File: src/sweep_pkg.sv
// Purpose: Constants for the sweep control register bank
// Assumes: Byte-wide register port, one clock domain
// Notes: Byte addresses are the printed register addresses
`default_nettype none
package sweep_pkg;
    localparam logic [7:0] ADDR_CTRL_HI = 8'h80;
    localparam logic [7:0] ADDR_CTRL_LO = 8'h81;
    localparam logic [7:0] ADDR_START = 8'h82;
    localparam logic [7:0] ADDR_STEP = 8'h85;
    localparam logic [7:0] ADDR_COUNT = 8'h88;
    localparam logic [7:0] ADDR_SETTLE = 8'h8a;
    localparam logic [7:0] ADDR_STATUS = 8'h8f;
    localparam logic [7:0] ADDR_REAL = 8'h94;
    localparam logic [7:0] ADDR_IMAG = 8'h96;
    localparam logic [15:0] CTRL_RESET = 16'ha000;
    // Field positions inside the high and low control bytes and the status byte
    localparam int HI_CMD_LSB = 4;
    localparam int HI_RANGE_LSB = 1;
    localparam int HI_GAIN_BIT = 0;
    localparam int LO_RESET_BIT = 4;
    localparam int LO_EXTCLK_BIT = 3;
    localparam int STAT_VALID_BIT = 1;
    localparam int STAT_DONE_BIT = 2;
    localparam logic [3:0] CMD_INIT = 4'h1;
    localparam logic [3:0] CMD_START = 4'h2;
    localparam logic [3:0] CMD_INC = 4'h3;
    localparam logic [3:0] CMD_REPEAT = 4'h4;
    localparam logic [3:0] CMD_PDOWN = 4'ha;
    localparam logic [3:0] CMD_STBY = 4'hb;
    typedef enum logic [2:0] {
        ST_IDLE = 3'b000,
        ST_HOLD = 3'b001,
        ST_SETTLE = 3'b010,
        ST_CONV = 3'b011,
        ST_WAIT = 3'b100
    } sweep_state_t;
endpackage
`default_nettype wire

File: src/sweep_control_register_bank.sv
// Purpose: Control word, sweep registers and sweep sequencer
// Assumes: Byte accesses come from serial bus logic on clk_sys_i
// Notes: Result and status bytes are read only
// Functional notes
// 16-bit control word, resets to 0xA000
// Top nibble decodes sweep and power commands
// High byte write leaves low byte alone
// Host never block-writes the control word
// Reset bit aborts sweep, keeps sweep setup
// Host re-initializes after a reset
// Bits 10:9 select excitation range
// Bit 8 sets gain; bit 11 ignored
// Bit 3 selects external system clock
// 16-bit settling count over two bytes
// Host adds 180 degrees when both negative
// Host converts radians to degrees
// Host subtracts calibrated system phase
// One calibration pair gives gain and phase
// Host projects magnitude by cosine and sine
// Nibble encodes init, start, step, repeat, power
// Wait settling cycles before each conversion
// Host zeroes reserved bits; read-only writes ignored
`timescale 1ns/1ps
`default_nettype none
module sweep_control_register_bank (
    input wire logic clk_sys_i,
    input wire logic resetn_i,
    input wire logic [7:0] reg_addr_i,
    input wire logic [7:0] reg_wdata_i,
    input wire logic reg_wr_i,
    input wire logic reg_rd_i,
    input wire logic out_cycle_i,
    input wire logic conv_done_i,
    input wire logic [15:0] res_real_i,
    input wire logic [15:0] res_imag_i,
    output logic [7:0] reg_rdata_o,
    output logic [1:0] range_sel_o,
    output logic gain_unity_o,
    output logic ext_clk_sel_o,
    output logic power_down_o,
    output logic standby_o,
    output logic conv_start_o,
    output logic [23:0] freq_word_o
);

////////////////////////////////////////////////////////////////////////

function automatic logic [23:0] put24(input logic [23:0] v,
                                      input logic [7:0] off,
                                      input logic [7:0] d);
    logic [23:0] r;
    r = v;
    case (off)
        8'h00: r[23:16] = d;
        8'h01: r[15:8] = d;
        default: r[7:0] = d;
    endcase
    return r;
endfunction

function automatic logic [15:0] put16(input logic [15:0] v,
                                      input logic [7:0] off,
                                      input logic [7:0] d);
    logic [15:0] r;
    r = v;
    if (off == 8'h00)
    begin
        r[15:8] = d;
    end
    else
    begin
        r[7:0] = d;
    end
    return r;
endfunction

function automatic logic in_rng(input logic [7:0] a,
                                input logic [7:0] base,
                                input logic [7:0] n);
    return (a >= base) && (a < base + n);
endfunction

////////////////////////////////////////////////////////////////////////

logic rst_q1_r;
logic rst_r;
always_ff @(posedge clk_sys_i or negedge resetn_i)
begin
    if (!resetn_i)
    begin
        rst_q1_r <= 1'b0;
        rst_r <= 1'b0;
    end
    else
    begin
        rst_q1_r <= 1'b1;
        rst_r <= rst_q1_r;
    end
end

logic [7:0] ctrl_hi_r;
logic [7:0] ctrl_lo_r;
logic [23:0] start_r;
logic [23:0] step_r;
logic [15:0] count_r;
logic [15:0] settle_r;
logic [15:0] real_r;
logic [15:0] imag_r;
sweep_pkg::sweep_state_t state_r;
sweep_pkg::sweep_state_t state_nxt;
logic [15:0] point_r;
logic [15:0] point_nxt;
logic [15:0] settle_cnt_r;
logic [15:0] cnt_nxt;
logic [23:0] freq_nxt;
logic valid_r;
logic valid_nxt;
logic done_r;
logic done_nxt;
logic conv_nxt;
logic pd_nxt;
logic sb_nxt;

wire logic wr_ctrl_hi = reg_wr_i && (reg_addr_i == sweep_pkg::ADDR_CTRL_HI);
wire logic wr_ctrl_lo = reg_wr_i && (reg_addr_i == sweep_pkg::ADDR_CTRL_LO);
wire logic wr_start = reg_wr_i && in_rng(reg_addr_i, sweep_pkg::ADDR_START, 8'h03);
wire logic wr_step = reg_wr_i && in_rng(reg_addr_i, sweep_pkg::ADDR_STEP, 8'h03);
wire logic wr_count = reg_wr_i && in_rng(reg_addr_i, sweep_pkg::ADDR_COUNT, 8'h02);
wire logic wr_settle = reg_wr_i && in_rng(reg_addr_i, sweep_pkg::ADDR_SETTLE, 8'h02);
wire logic [3:0] cmd = reg_wdata_i[sweep_pkg::HI_CMD_LSB +: 4];
// Reset bit acts as a strobe and is never stored
wire logic abort = wr_ctrl_lo && reg_wdata_i[sweep_pkg::LO_RESET_BIT];
wire logic capture = (state_r == sweep_pkg::ST_CONV) && conv_done_i;
wire logic [7:0] status = {5'h00, done_r, valid_r, 1'b0};

////////////////////////////////////////////////////////////////////////
// Register file

always_ff @(posedge clk_sys_i or negedge rst_r)
begin
    if (!rst_r)
    begin
        ctrl_hi_r <= sweep_pkg::CTRL_RESET[15:8];
        ctrl_lo_r <= sweep_pkg::CTRL_RESET[7:0];
        start_r <= 24'h000000;
        step_r <= 24'h000000;
        count_r <= 16'h0000;
        settle_r <= 16'h0000;
    end
    else
    begin
        // Each control byte has its own strobe, so one never disturbs the other
        if (wr_ctrl_hi)
            ctrl_hi_r <= reg_wdata_i;
        if (wr_ctrl_lo)
            ctrl_lo_r <= reg_wdata_i & ~(8'h01 << sweep_pkg::LO_RESET_BIT);
        if (wr_start)
            start_r <= put24(start_r, reg_addr_i - sweep_pkg::ADDR_START, reg_wdata_i);
        if (wr_step)
            step_r <= put24(step_r, reg_addr_i - sweep_pkg::ADDR_STEP, reg_wdata_i);
        if (wr_count)
            count_r <= put16(count_r, reg_addr_i - sweep_pkg::ADDR_COUNT, reg_wdata_i);
        if (wr_settle)
            settle_r <= put16(settle_r, reg_addr_i - sweep_pkg::ADDR_SETTLE, reg_wdata_i);
    end
end

// Bit 11 of the word is stored for readback but drives nothing
assign range_sel_o = ctrl_hi_r[sweep_pkg::HI_RANGE_LSB +: 2];
assign gain_unity_o = ctrl_hi_r[sweep_pkg::HI_GAIN_BIT];
assign ext_clk_sel_o = ctrl_lo_r[sweep_pkg::LO_EXTCLK_BIT];

////////////////////////////////////////////////////////////////////////
// Sweep sequencer

always_comb
begin
    state_nxt = state_r;
    freq_nxt = freq_word_o;
    point_nxt = point_r;
    cnt_nxt = settle_cnt_r;
    valid_nxt = valid_r;
    done_nxt = done_r;
    conv_nxt = 1'b0;
    pd_nxt = power_down_o;
    sb_nxt = standby_o;
    case (state_r)
        sweep_pkg::ST_SETTLE:
        begin
            if (settle_cnt_r >= settle_r)
            begin
                state_nxt = sweep_pkg::ST_CONV;
                conv_nxt = 1'b1;
            end
            else if (out_cycle_i)
            begin
                cnt_nxt = settle_cnt_r + 16'h0001;
            end
        end
        sweep_pkg::ST_CONV:
        begin
            if (conv_done_i)
                state_nxt = sweep_pkg::ST_WAIT;
        end
        default:
        begin
        end
    endcase
    // Abort leaves start, step and count registers untouched
    if (abort)
    begin
        state_nxt = sweep_pkg::ST_IDLE;
        conv_nxt = 1'b0;
    end
    else if (wr_ctrl_hi)
    begin
        case (cmd)
            sweep_pkg::CMD_INIT:
            begin
                state_nxt = sweep_pkg::ST_HOLD;
                freq_nxt = start_r;
                point_nxt = 16'h0000;
                valid_nxt = 1'b0;
                done_nxt = 1'b0;
                pd_nxt = 1'b0;
                sb_nxt = 1'b0;
            end
            sweep_pkg::CMD_START:
            begin
                if (state_r == sweep_pkg::ST_HOLD)
                begin
                    state_nxt = sweep_pkg::ST_SETTLE;
                    cnt_nxt = 16'h0000;
                end
            end
            sweep_pkg::CMD_INC:
            begin
                if ((state_r == sweep_pkg::ST_WAIT) && !done_r)
                begin
                    state_nxt = sweep_pkg::ST_SETTLE;
                    freq_nxt = freq_word_o + step_r;
                    point_nxt = point_r + 16'h0001;
                    cnt_nxt = 16'h0000;
                    valid_nxt = 1'b0;
                end
            end
            sweep_pkg::CMD_REPEAT:
            begin
                if (state_r == sweep_pkg::ST_WAIT)
                begin
                    state_nxt = sweep_pkg::ST_SETTLE;
                    cnt_nxt = 16'h0000;
                    valid_nxt = 1'b0;
                end
            end
            sweep_pkg::CMD_PDOWN:
            begin
                state_nxt = sweep_pkg::ST_IDLE;
                pd_nxt = 1'b1;
                sb_nxt = 1'b0;
            end
            sweep_pkg::CMD_STBY:
            begin
                state_nxt = sweep_pkg::ST_IDLE;
                pd_nxt = 1'b0;
                sb_nxt = 1'b1;
            end
            default:
            begin
            end
        endcase
    end
    // A result landing with a clearing command still raises its flags
    if (capture)
    begin
        valid_nxt = 1'b1;
        done_nxt = point_r >= count_r;
    end
end

always_ff @(posedge clk_sys_i or negedge rst_r)
begin
    if (!rst_r)
    begin
        state_r <= sweep_pkg::ST_IDLE;
        freq_word_o <= 24'h000000;
        point_r <= 16'h0000;
        settle_cnt_r <= 16'h0000;
        valid_r <= 1'b0;
        done_r <= 1'b0;
        conv_start_o <= 1'b0;
        power_down_o <= 1'b1;
        standby_o <= 1'b0;
    end
    else
    begin
        state_r <= state_nxt;
        freq_word_o <= freq_nxt;
        point_r <= point_nxt;
        settle_cnt_r <= cnt_nxt;
        valid_r <= valid_nxt;
        done_r <= done_nxt;
        conv_start_o <= conv_nxt;
        power_down_o <= pd_nxt;
        standby_o <= sb_nxt;
    end
end

// Results are written only by the converter; bus writes cannot reach them
always_ff @(posedge clk_sys_i or negedge rst_r)
begin
    if (!rst_r)
    begin
        real_r <= 16'h0000;
        imag_r <= 16'h0000;
    end
    else if (capture)
    begin
        real_r <= res_real_i;
        imag_r <= res_imag_i;
    end
end

////////////////////////////////////////////////////////////////////////
// Read path

function automatic logic [7:0] rd_sel(input logic [7:0] a, input logic [7:0] hi,
                                      input logic [7:0] lo, input logic [7:0] st,
                                      input logic [23:0] s, input logic [23:0] p,
                                      input logic [15:0] c, input logic [15:0] w,
                                      input logic [15:0] re, input logic [15:0] im);
    case (a)
        8'h80: return hi;
        8'h81: return lo;
        8'h82: return s[23:16];
        8'h83: return s[15:8];
        8'h84: return s[7:0];
        8'h85: return p[23:16];
        8'h86: return p[15:8];
        8'h87: return p[7:0];
        8'h88: return c[15:8];
        8'h89: return c[7:0];
        8'h8a: return w[15:8];
        8'h8b: return w[7:0];
        8'h8f: return st;
        8'h94: return re[15:8];
        8'h95: return re[7:0];
        8'h96: return im[15:8];
        8'h97: return im[7:0];
        default: return 8'h00;
    endcase
endfunction

wire logic [7:0] rd_mux = rd_sel(reg_addr_i, ctrl_hi_r, ctrl_lo_r, status, start_r,
                                 step_r, count_r, settle_r, real_r, imag_r);

always_ff @(posedge clk_sys_i or negedge rst_r)
begin
    if (!rst_r)
        reg_rdata_o <= 8'h00;
    else if (reg_rd_i)
        reg_rdata_o <= rd_mux;
end

////////////////////////////////////////////////////////////////////////
// Checks

ctrl_reset_a: assert property (@(posedge clk_sys_i) $rose(rst_r) |->
    {ctrl_hi_r, ctrl_lo_r} == sweep_pkg::CTRL_RESET && power_down_o)
    else $error("control word not at reset value");
hi_only_a: assert property (@(posedge clk_sys_i) disable iff (!rst_r)
    wr_ctrl_hi |=> ctrl_lo_r == $past(ctrl_lo_r))
    else $error("high byte write changed low byte");
abort_idle_a: assert property (@(posedge clk_sys_i) disable iff (!rst_r)
    abort |=> state_r == sweep_pkg::ST_IDLE && !conv_start_o
    && start_r == $past(start_r) && step_r == $past(step_r) && count_r == $past(count_r))
    else $error("abort did not stop sweep cleanly");
init_load_a: assert property (@(posedge clk_sys_i) disable iff (!rst_r)
    wr_ctrl_hi && cmd == sweep_pkg::CMD_INIT && !abort
    |=> freq_word_o == $past(start_r) && state_r == sweep_pkg::ST_HOLD)
    else $error("init did not load start frequency");
range_gain_a: assert property (@(posedge clk_sys_i) disable iff (!rst_r)
    wr_ctrl_hi |=> range_sel_o == $past(reg_wdata_i[2:1])
    && gain_unity_o == $past(reg_wdata_i[0]))
    else $error("range or gain not taken from control word");
clock_src_a: assert property (@(posedge clk_sys_i) disable iff (!rst_r)
    wr_ctrl_lo |=> ext_clk_sel_o == $past(reg_wdata_i[3]))
    else $error("clock source bit not applied");
settle_wait_a: assert property (@(posedge clk_sys_i) disable iff (!rst_r)
    conv_start_o |-> $past(state_r) == sweep_pkg::ST_SETTLE
    && $past(settle_cnt_r) >= $past(settle_r))
    else $error("conversion started before settling");
settle_reg_a: assert property (@(posedge clk_sys_i) disable iff (!rst_r)
    reg_wr_i && reg_addr_i == sweep_pkg::ADDR_SETTLE |=> settle_r[15:8] == $past(reg_wdata_i))
    else $error("settling high byte not written");
pdown_cmd_a: assert property (@(posedge clk_sys_i) disable iff (!rst_r)
    wr_ctrl_hi && cmd == sweep_pkg::CMD_PDOWN && !abort
    |=> power_down_o && !standby_o && state_r == sweep_pkg::ST_IDLE)
    else $error("power-down command not applied");

endmodule
`default_nettype wire

File: config.mk
export PLATFORM = sky130hd
export DESIGN_NAME = sweep_control_register_bank
export DESIGN_NICKNAME = d
export VERILOG_FILES = /design/src/sweep_pkg.sv /design/src/sweep_control_register_bank.sv
export SDC_FILE = /design/constraint.sdc
export NUM_CORES = 1
export LEC_CHECK = 0
export BUFFER_PORTS_ARGS = -buffer_cell sky130_fd_sc_hd__buf_2
export CAP_MARGIN = 20
export CORE_MARGIN = 1
export CORE_UTILIZATION = 56
export CTS_CLUSTER_DIAMETER = 60
export CTS_CLUSTER_SIZE = 24
export DETAILED_ROUTE_END_ITERATION = 10
export PLACE_DENSITY_LB_ADDON = 0.25
export SLEW_MARGIN = 15
export SYNTH_ARGS = -nofsm -noshare
export SYNTH_HDL_FRONTEND = slang
export SYNTH_SLANG_ARGS = --single-unit
File: constraint.sdc
create_clock -name clk_sys_i -period 8.1 [get_ports clk_sys_i]
set_input_delay 1.215 -clock clk_sys_i [delete_from_list [all_inputs] [get_ports clk_sys_i]]
set_output_delay 1.215 -clock clk_sys_i [all_outputs]
set_load 0.05 [all_outputs]
# == After elaboration in Yosys (flattened, before gate mapping) ==
# Cells that the tools add are included.
# word_totals
output_inout_bits,39
input_bits,54
word_cells,163
reg_bits,201
# classes
eq_ne,33
n_reduce_logical,44
n_mux,38
magnitude_cmp,10
bitwise_logic,5
addsub,7
# ops
operator,n
$mux 16,9
$eq 8x8->1 const B,17
$pmux 8 s17,1
$pmux 16 s3,1
$pmux 24 s2,1
$add 16x1->16 const B,2
$ge 16x16->1,2
$ge 8x8->1 const B,4
$logic_not 8->1,4
$lt 8x8->1 const B,4
$pmux 16 s2,1
$sub 8x8->8 const B,4
$add 24x24->24,1
$mux 24,1
$mux 3,7
$reduce_and 2->1,10
$eq 8x1->1 const B,2
$pmux 3 s5,1
$logic_and 1x1->1,13
$mux 1,12
$reduce_bool 2->1,5
$reduce_or 2->1,5
$reduce_and 3->1,3
$eq 4x2->1 const B,2
17 further kinds,25

# == Logic depth before layout (Yosys ltp) ==
# Gate-level depths: netlist (run 1).
# logic_depth
word_depth,8
depth_mapped,12
ltp_nobuf,11

# == Least setup slack after synthesis (run 1) ==
# OpenSTA, ideal clock, no wires.
# synth_path
path_kind,input to register
start,input reg_addr_i[3]
end,register start_r[10]
path_buffers,2
t_arrival_ps,3629
stages,12
setup_time_ps,125
required_ps,7975
slack_ps,4346
cell_sequence,clkbuf_1 -> clkinv_1 -> ha_1 -> inv_1 -> o21ai_0 -> a211oi_1 -> a21oi_1 -> a2111oi_0 -> nand2b_1 -> or2_2 -> clkbuf_1 -> mux2_2
# synth_via
elab_chain_cells,4
word_cells_on_any_way,7
classes_between,add/sub: 1; order compare: 2; eq/ne: 1; reduce/logical: 3
# synth_rtl
item,line,rtl
start: declaration,sweep_control_register_bank.sv:28,"input wire logic [7:0] reg_addr_i,"
"parallel branches: the longest is 3 deep, another holds $sub 8x8->8",--,
$reduce_and 2->1 (no source line) *,--,
end signal: assignment,sweep_control_register_bank.sv:158,"start_r <= put24(start_r, reg_addr_i - sweep_pkg::ADDR_START, reg_wdata_i);"
end: declaration,sweep_control_register_bank.sv:103,logic [23:0] start_r;
# Every way passes the cells marked *.
# A chain may end at the register's enable or synchronous reset.

# == Worst setup path in the final report (run 1) ==
# layout_path
start,input reg_addr_i[1]
end,register step_r[19]
# layout_via
elab_chain_cells,4
word_cells_on_any_way,7
classes_between,add/sub: 1; order compare: 2; reduce/logical: 4
# layout_rtl
item,line,rtl
"parallel branches: the longest is 3 deep, another holds $sub 8x8->8",--,
$reduce_and 2->1 (no source line) *,--,
end signal: assignment,sweep_control_register_bank.sv:160,"step_r <= put24(step_r, reg_addr_i - sweep_pkg::ADDR_STEP, reg_wdata_i);"
end: declaration,sweep_control_register_bank.sv:104,logic [23:0] step_r;
# Marked as above.

==> results of run 1 <==
-- critical path: cells and delay by family --
kind	cells	cell delay (ps)
AOI/OAI and AO/OA	4	730
xor gates and xnor gates	1	160
adders and majority gates	1	230
buffers and inverters	2	560
muxes	1	390
and+or+nand+nor	2	970
-- synth_stat cells (all sizes together), types with 4 or more instances --
library cell	instances	area [sq um]
a22o	10	87.6
nand4	18	143
nor3	28	140
o21a	5	37.5
nand2b	13	81.3
nor2b	10	62.6
or4	5	41.3
or2	4	25.0
and3	15	93.8
clkbuf	44	165
nor4	6	37.5
a22oi	15	113
a222oi	8	80.1
mux2i	11	110
a21o	18	135
o21ai	65	325
ha	63	788
o21bai	4	30.0
nand2	97	364
inv	53	199
dfrtp	198	4950
mux2	110	1240
a211oi	13	97.6
a2111oi	6	52.6
nor2	88	333
or3	8	50.1
xnor2	20	175
a31oi	10	62.6
a41oi	5	43.8
buf	12	73.8
a221oi	10	87.6
nand3b	5	37.5
a21oi	72	372
mux4	4	90.1
nor3b	4	41.3
xor2	10	87.6
o31ai	9	67.6
nand3	40	200
o211ai	5	37.5
-- sequential cells by signal, indices dropped and copies added (netlist names), 3 cells and up --
signal,count
ctrl_hi_r,8
state_r,3
point_r,16
ctrl_lo_r,7
real_r,16
start_r,24
freq_word_o,24
step_r,24
settle_r,16
count_r,16
reg_rdata_o,8
settle_cnt_r,16
imag_r,16
-- layout make-up --
class,instances,area (sq um),share of cell area [%]
Timing Repair Buffer,102,548,4.24
Multi-Input combinational cell,852,6140,47.6
Clock inverter,12,156,1.21
Clock buffer,20,489,3.79
Sequential cell,201,5040,39.0
Tap cell,270,338,2.62
Inverter,54,203,1.57
-- per-stage QoR --
step | worst slack, ps | area [sq um]
after floorplan | 2090 | 11600
after global placement | 3790 | 12300
after detailed placement | 3720 | 12300
after CTS | 4230 | 12900
after global routing | 3990 | 12900
final | 4230 | 12900
-- layer usage --
metal	part of all wire (%)	up-vias	global-route usage, %
li1	-	4394	-
met1	42	4701	40.9
met2	47	359	49.2
met3	7.4	81	5.74
met4	4.1	0	13.8
met5	0	-	0
-- power by group through the flow --
stage	Sequential, mW	Clock [mW]	Combinational, mW
after floorplan	1.12	0	0.145
after global placement	1.12	0	0.225
after detailed placement	1.12	0	0.230
after CTS	1.11	0.938	0.232
after global routing	1.11	0.973	0.260
final	1.11	0.921	0.232
-- worst max-delay path by stage --
| stage | slack, ps | start | to | cells past startpoint |
|---|---|---|---|---|
| final | 4230 | reg_addr_i[1] | step_r[19] | 11 |
| after global routing | 3990 | reg_addr_i[1] | step_r[22] | 11 |
| after CTS | 4230 | reg_addr_i[1] | step_r[19] | 11 |
| after detailed placement | 3720 | reg_addr_i[1] | step_r[19] | 11 |
| after global placement | 3790 | reg_addr_i[1] | step_r[22] | 11 |
| after floorplan | 2090 | rst_r | conv_start_o | 0 |
-- logic make-up after synthesis --
logic type	after synthesis	share of synthesized area, %
other	1	0.0323
multiplexers	125	12.4
adder cells (fa/ha/maj)	65	7.06
flip-flops	201	43.4
AO/OA/AOI/OAI	280	16.0
AND/OR/NAND/NOR	351	15.1
buffers and inverters	110	3.81
XOR/XNOR	30	2.27
==> flow_metrics.env, run 1 <==
export IMPL_cts_root_buf="clkbuf_16"
export IMPL_period_needed_ps=3870
export IMPL_p_int_mw=1.61
export IMPL_whs_ps=196
export IMPL_drc=0
export IMPL_status="finished clean"
export IMPL_ir_drop_mv=0.170
export IMPL_required_ps=8490
export IMPL_cts_sinks=201
export IMPL_final_util_pct=63.6
export IMPL_r2r_start="step_r[0]"
export IMPL_synth_fp_nets=1281
export IMPL_rsz0062_at_grt="false"
export IMPL_layout_commonest_cell="dfrtp_1"
export IMPL_arrival_ps=4260
export IMPL_clockPowerShare_pct=40.7
export IMPL_die_h_um=146
export IMPL_cts_buffer_depth=3
export IMPL_crit_path_cell_trace="buf_2 -> inv_1 -> ha_1 -> a21oi_1 -> xnor2_1 -> a32oi_1 -> o21ai_0 -> o2111ai_1 -> or4_1 -> nor3b_4 -> mux2_2"
export IMPL_dr_pass1_iters=5
export IMPL_nets=1347
export IMPL_seq_area_frac_synth_pct=43.4
export IMPL_seq_power_share_pct=49.0
export IMPL_start_util_pct=57.1
export IMPL_final_antenna_net_count=0
export IMPL_io_buffers=92
export IMPL_drive_gt1_share_pct=21.5
export IMPL_critPathMaxStageDelay_ps=520
export IMPL_core_sq_um=20300
export IMPL_fillCellCount=1698
export IMPL_ys_flop_type="dfrtp_1"
export IMPL_p_leak_nw=6.17
export IMPL_dieArea_sq_um=21300
export IMPL_clk_pin_slew_ps=90
export IMPL_cts_buffers=18
export IMPL_grt_max_degree=181
export IMPL_post_cts_setup_buffers=0
export IMPL_cts_tree="yes"
export IMPL_max_slew_worst_pin_slew_ps=1120
export IMPL_finalSetupViolations=0
export IMPL_synth_seq_cells=201
export IMPL_final_cell_count_no_fill=1511
export IMPL_drv_cap=0
export IMPL_viasPerCell=6.31
export IMPL_r2r_end="freq_word_o[22]"
export IMPL_fin_total_pwr_mw=2.26
export IMPL_overflow=0
export IMPL_dp_hpwl_um=23400
export IMPL_grt_pass1_wl_um=51100
export IMPL_crit_path_top_delay_cell="or4_1"
export IMPL_num_rows=52
export IMPL_finClkSkew_ps=18.6
export IMPL_syn_cell_area_sq_um=11600
export IMPL_async_reset_ff_share_pct=100
export IMPL_synthDistinctLibCells=76
export IMPL_worst_setup_path_end_kind="flip-flop"
export IMPL_grt_use_total_pct=30.8
export IMPL_areaGrowthSynthToFinish_pct=11.3
export IMPL_path_max_fanout=21
export IMPL_diodes=0
export IMPL_worstHoldPathType="reg -> async"
export IMPL_pwr_share_comb_pct=10.3
export IMPL_dp_cells=1479
export IMPL_regToRegSetupSlack_ps=4760
export IMPL_finalCritPeriodShare_pct=47.7
export IMPL_relSlewSlack_pct=25.3
export IMPL_hold_buffers=0
export IMPL_synth_edf_count=0
export IMPL_power_density_nw_per_um2=175
export IMPL_routedWlPerCell_um=21.1
export IMPL_crit_path_start_kind="primary input"
export IMPL_power_net_switching_mw=0.650
export IMPL_fin_tns_setup_ps=0
export IMPL_rr_worst_depth=11
export IMPL_switching_share_pct=28.7
export IMPL_grt_pass1_vias=9125
export IMPL_drt_iter0_drc=783
export IMPL_clock_latency_ps=510
export IMPL_cts_resized=0
export IMPL_antenna_found_initial=0
export IMPL_via_count=9535
export IMPL_synth_avg_cell_area_sq_um=9.97
export IMPL_finalHoldViolCount=0
export IMPL_routed_wl_um=32000
export IMPL_fmaxAchievable_ghz=0.259
export IMPL_die_x_um=146
export IMPL_gp_congestion=0.924
export IMPL_final_max_slew_viol_count=0
export IMPL_most_common_layout_cells="197 x dfrtp_1, 110 x mux2_2, 97 x nand2_1, 92 x buf_2, 86 x nor2_1"
export IMPL_path_class="in -> reg"
export IMPL_cts_htree_levels=1
export IMPL_io_pins=93
export IMPL_synthCells=1163
export IMPL_yosys_warnings=0
No activity file was read; power rests on OpenSTA's default activity.
==> run 2: changes to the inputs <==
ABC_AREA = 1   (was not set)
clock period = 3.6 ns   (was 8.1 ns; I/O delays follow)
==> run 2 against run 1 <==
  * Cell area increased by 5.7%
  * Clock skew increased by 6.3 ps
  * Hold slack improved by 4.4 ps
  * Synthesized cell count increased by 42%
  * Sequential power increased by 130%
  * Count of clock-buffer cells in the layout increased by 1
  * Core utilization increased by 0.51 points
  * Via count increased by 21%
  * Combinational power increased to 2.8 times the previous value
  * First-iteration DRC count increased by 51%
  * Critical endpoint is now freq_word_o[16]
  * Critical path type is now reg -> reg
  * Power increased by 140%
  * Largest power group unchanged
  * Clock power increased by 150%
==> flow_metrics.env, run 2 <==
export IMPL_status="finished clean"
export IMPL_relSlewSlack_pct=32.7
export IMPL_antenna_found_initial=0
export IMPL_cts_sinks=201
export IMPL_synthTopCellsByCount="485 x nand2_1, 198 x dfrtp_1, 191 x inv_1, 144 x o21ai_0, 128 x nor2_1"
export IMPL_clock_latency_ps=530
export IMPL_required_ps=4020
export IMPL_cts_tree="yes"
export IMPL_via_count=11500
export IMPL_synthMuxAreaShare_pct=0
export IMPL_power_density_nw_per_um2=398
export IMPL_synth_xor_area_share_pct=1.35
export IMPL_final_max_slew_viol_count=0
export IMPL_crit_path_cell_trace="ha_1 -> inv_1 -> fa_1 -> o21ai_0 -> nand2_1 -> nand2_1 -> nand3_1 -> nand2_1 -> nand2_1 -> nand3_1 -> nand3_1 -> nand2_1 -> nand2_1"
export IMPL_ys_flop_type="dfrtp_1"
export IMPL_path_class="reg -> reg"
export IMPL_fmaxAchievable_ghz=0.373
export IMPL_finalSetupViolations=0
export IMPL_synthCells=1647
export IMPL_finalCritPeriodShare_pct=74.5
export IMPL_drv_cap=0
export IMPL_reg_top3="freq_word_o (24), start_r (24), step_r (24)"
export IMPL_arrival_ps=3100
export IMPL_most_common_layout_cells="485 x nand2_1, 197 x dfrtp_1, 191 x inv_1, 144 x o21ai_0, 128 x nor2_1"
export IMPL_dp_slack_ps=710
export IMPL_top_usage_layer="met2"
export IMPL_finClkSkew_ps=24.9
export IMPL_die_h_um=150
export IMPL_die_x_um=150
export IMPL_period_needed_ps=2680
export IMPL_worstHoldPathType="in -> reg"
export IMPL_grt_max_degree=78
export IMPL_async_reset_ff_share_pct=100
export IMPL_grt_use_total_pct=34.3
export IMPL_fin_tns_setup_ps=0
export IMPL_cts_buffers=20
export IMPL_synth_seq_cells=201
export IMPL_fin_total_pwr_mw=5.44
export IMPL_finalHoldViolCount=0
export IMPL_diodes=0
export IMPL_worst_setup_path_end_kind="flip-flop"
export IMPL_grt_util_met1_pct=48.8
export IMPL_seq_area_frac_synth_pct=40.9
export IMPL_dp_hpwl_um=29000
export IMPL_crit_path_top_delay_cell="o21ai_0"
export IMPL_num_rows=53
export IMPL_grt_pass1_vias=10700
export IMPL_nets=1842
export IMPL_crit_path_start_kind="flip-flop"
export IMPL_synth_avg_cell_area_sq_um=7.47
export IMPL_yosys_warnings=0
export IMPL_cpMostUsedCell="nand2_1"
export IMPL_overflow=0
export IMPL_synth_fp_nets=1765
export IMPL_synth_area_leaders="dfrtp_1 40%, nand2_1 15%, ha_1 6.4%"
export IMPL_synthDistinctLibCells=55
export IMPL_io_pins=93
export IMPL_final_util_pct=64.1
export IMPL_synth_edf_count=0
export IMPL_routedWlPerCell_um=18.6
export IMPL_drt_iter0_drc=1180
export IMPL_start_util_pct=57.8
export IMPL_met2_usage_pct=51.6
export IMPL_areaGrowthSynthToFinish_pct=11.0
export IMPL_synth_simple_gate_area_share_pct=27.6
export IMPL_routed_wl_um=37400
export IMPL_synthAdderAreaFrac_pct=6.57
export IMPL_gp_congestion=0.982
export IMPL_gr_usage_met3_pct=6.03
export IMPL_synth_top_family_by_area="simple AND/OR/NAND/NOR gates"
export IMPL_path_max_fanout=5
export IMPL_viasPerCell=5.73
export IMPL_cts_buffer_depth=3
export IMPL_cts_htree_levels=1
export IMPL_critPathMaxStageDelay_ps=550
export IMPL_synth_top_area_share_pct=40.3
export IMPL_grt_pass1_wl_um=58800
export IMPL_cts_root_buf="clkbuf_16"
export IMPL_setup_slack_ps=917
export IMPL_max_slew_worst_pin_slew_ps=1000
export IMPL_core_sq_um=21300
export IMPL_final_antenna_net_count=0
export IMPL_dieArea_sq_um=22600
export IMPL_synth_compound_area_share_pct=15.2
export IMPL_layout_commonest_cell="nand2_1"
export IMPL_ir_drop_mv=0.472
export IMPL_synth_most_common_cell="nand2_1"
export IMPL_io_buffers=92
export IMPL_synth_top_area_cell="dfrtp_1"
export IMPL_drc=0
export IMPL_drive_gt1_share_pct=11.9
export IMPL_dr_pass1_iters=7
export IMPL_syn_cell_area_sq_um=12300
export IMPL_clk_pin_slew_ps=90
export IMPL_p_leak_nw=6.85
export IMPL_rsz0062_at_grt="false"
run 2: cell count changes after synthesis, sizes merged, moves of 27 or more:
cell	previous run	this run
inv	53	198
mux2	110	0
nand2	97	498
nand3	40	67
nor2	88	137
o21ai	65	200
run 2: where the power goes:
group | internal (mW) | switching, mW | total (mW)
Sequential | 2.38 | 0.125 | 2.51
Combinational | 0.216 | 0.436 | 0.652
Clock | 1.16 | 1.12 | 2.28
run 2: layout make-up:
cell class                 instances  area, sq um
sequential                       201         5040
inverter                         201          761
multi-input combinational       1199         6250
clock buffer                      21          526
tap                              275          344
timing repair buffer             101          556
clock inverter                    14          180
fill                            1872         7640
run 2: critical path: cells and delay by family, from the launching register on:
family	cells	cell delay (ps)
AND/OR/NAND/NOR	9	920
adder cells (fa/ha/maj)	2	630
flip-flops	1	410
buffers and inverters	1	70
AO/OA/AOI/OAI	1	550
run 2: repair_timing:
item                                   in CTS  in global routing
endpoints found under the hold margin       2                  0
hold buffers                                1                  0
setup endpoints to repair                   0                  0
buffers inserted                            0                  0
gates resized for setup                     0                  0
run 2: cells by family (layout without fill, tap and decap cells):
group                      Yosys count  in the layout
and+or+nand+nor                    779            779
AOI/OAI and AO/OA                  336            336
buffers and inverters              247            337
DFF                                201            201
adders and majority gates           64             64
xor gates and xnor gates            19             19
other                                1              1
run 2: final timing paths:
kind	slack, ps	cells past startpoint	to	startpoint
max in group asynchronous	2230	1	freq_word_o[5]	rst_r
min in group asynchronous	350	2	rst_q1_r	resetn_i
min reg2reg	360	0	rst_r	rst_q1_r
max	920	13	freq_word_o[16]	step_r[0]
max reg2reg	920	13	freq_word_o[16]	step_r[0]
min	200	3	imag_r[10]	res_imag_i[10]
run 2: through the flow:
stage / cells / hold slack [ps] / cell area, sq um
after floorplan: 1647 / 244 / 12300
final: 2012 / 200 / 13600
after global placement: 1976 / 326 / 12900
after global routing: 2012 / 213 / 13600
after CTS: 2012 / 188 / 13600
after detailed placement: 1976 / 326 / 12900
run 2: per-layer routing:
metal	part of all wire [%]	vias up
met3	9.4	96
met4	4.3	0
li1	-	5558
met2	43	553
met5	0	-
met1	43	5316
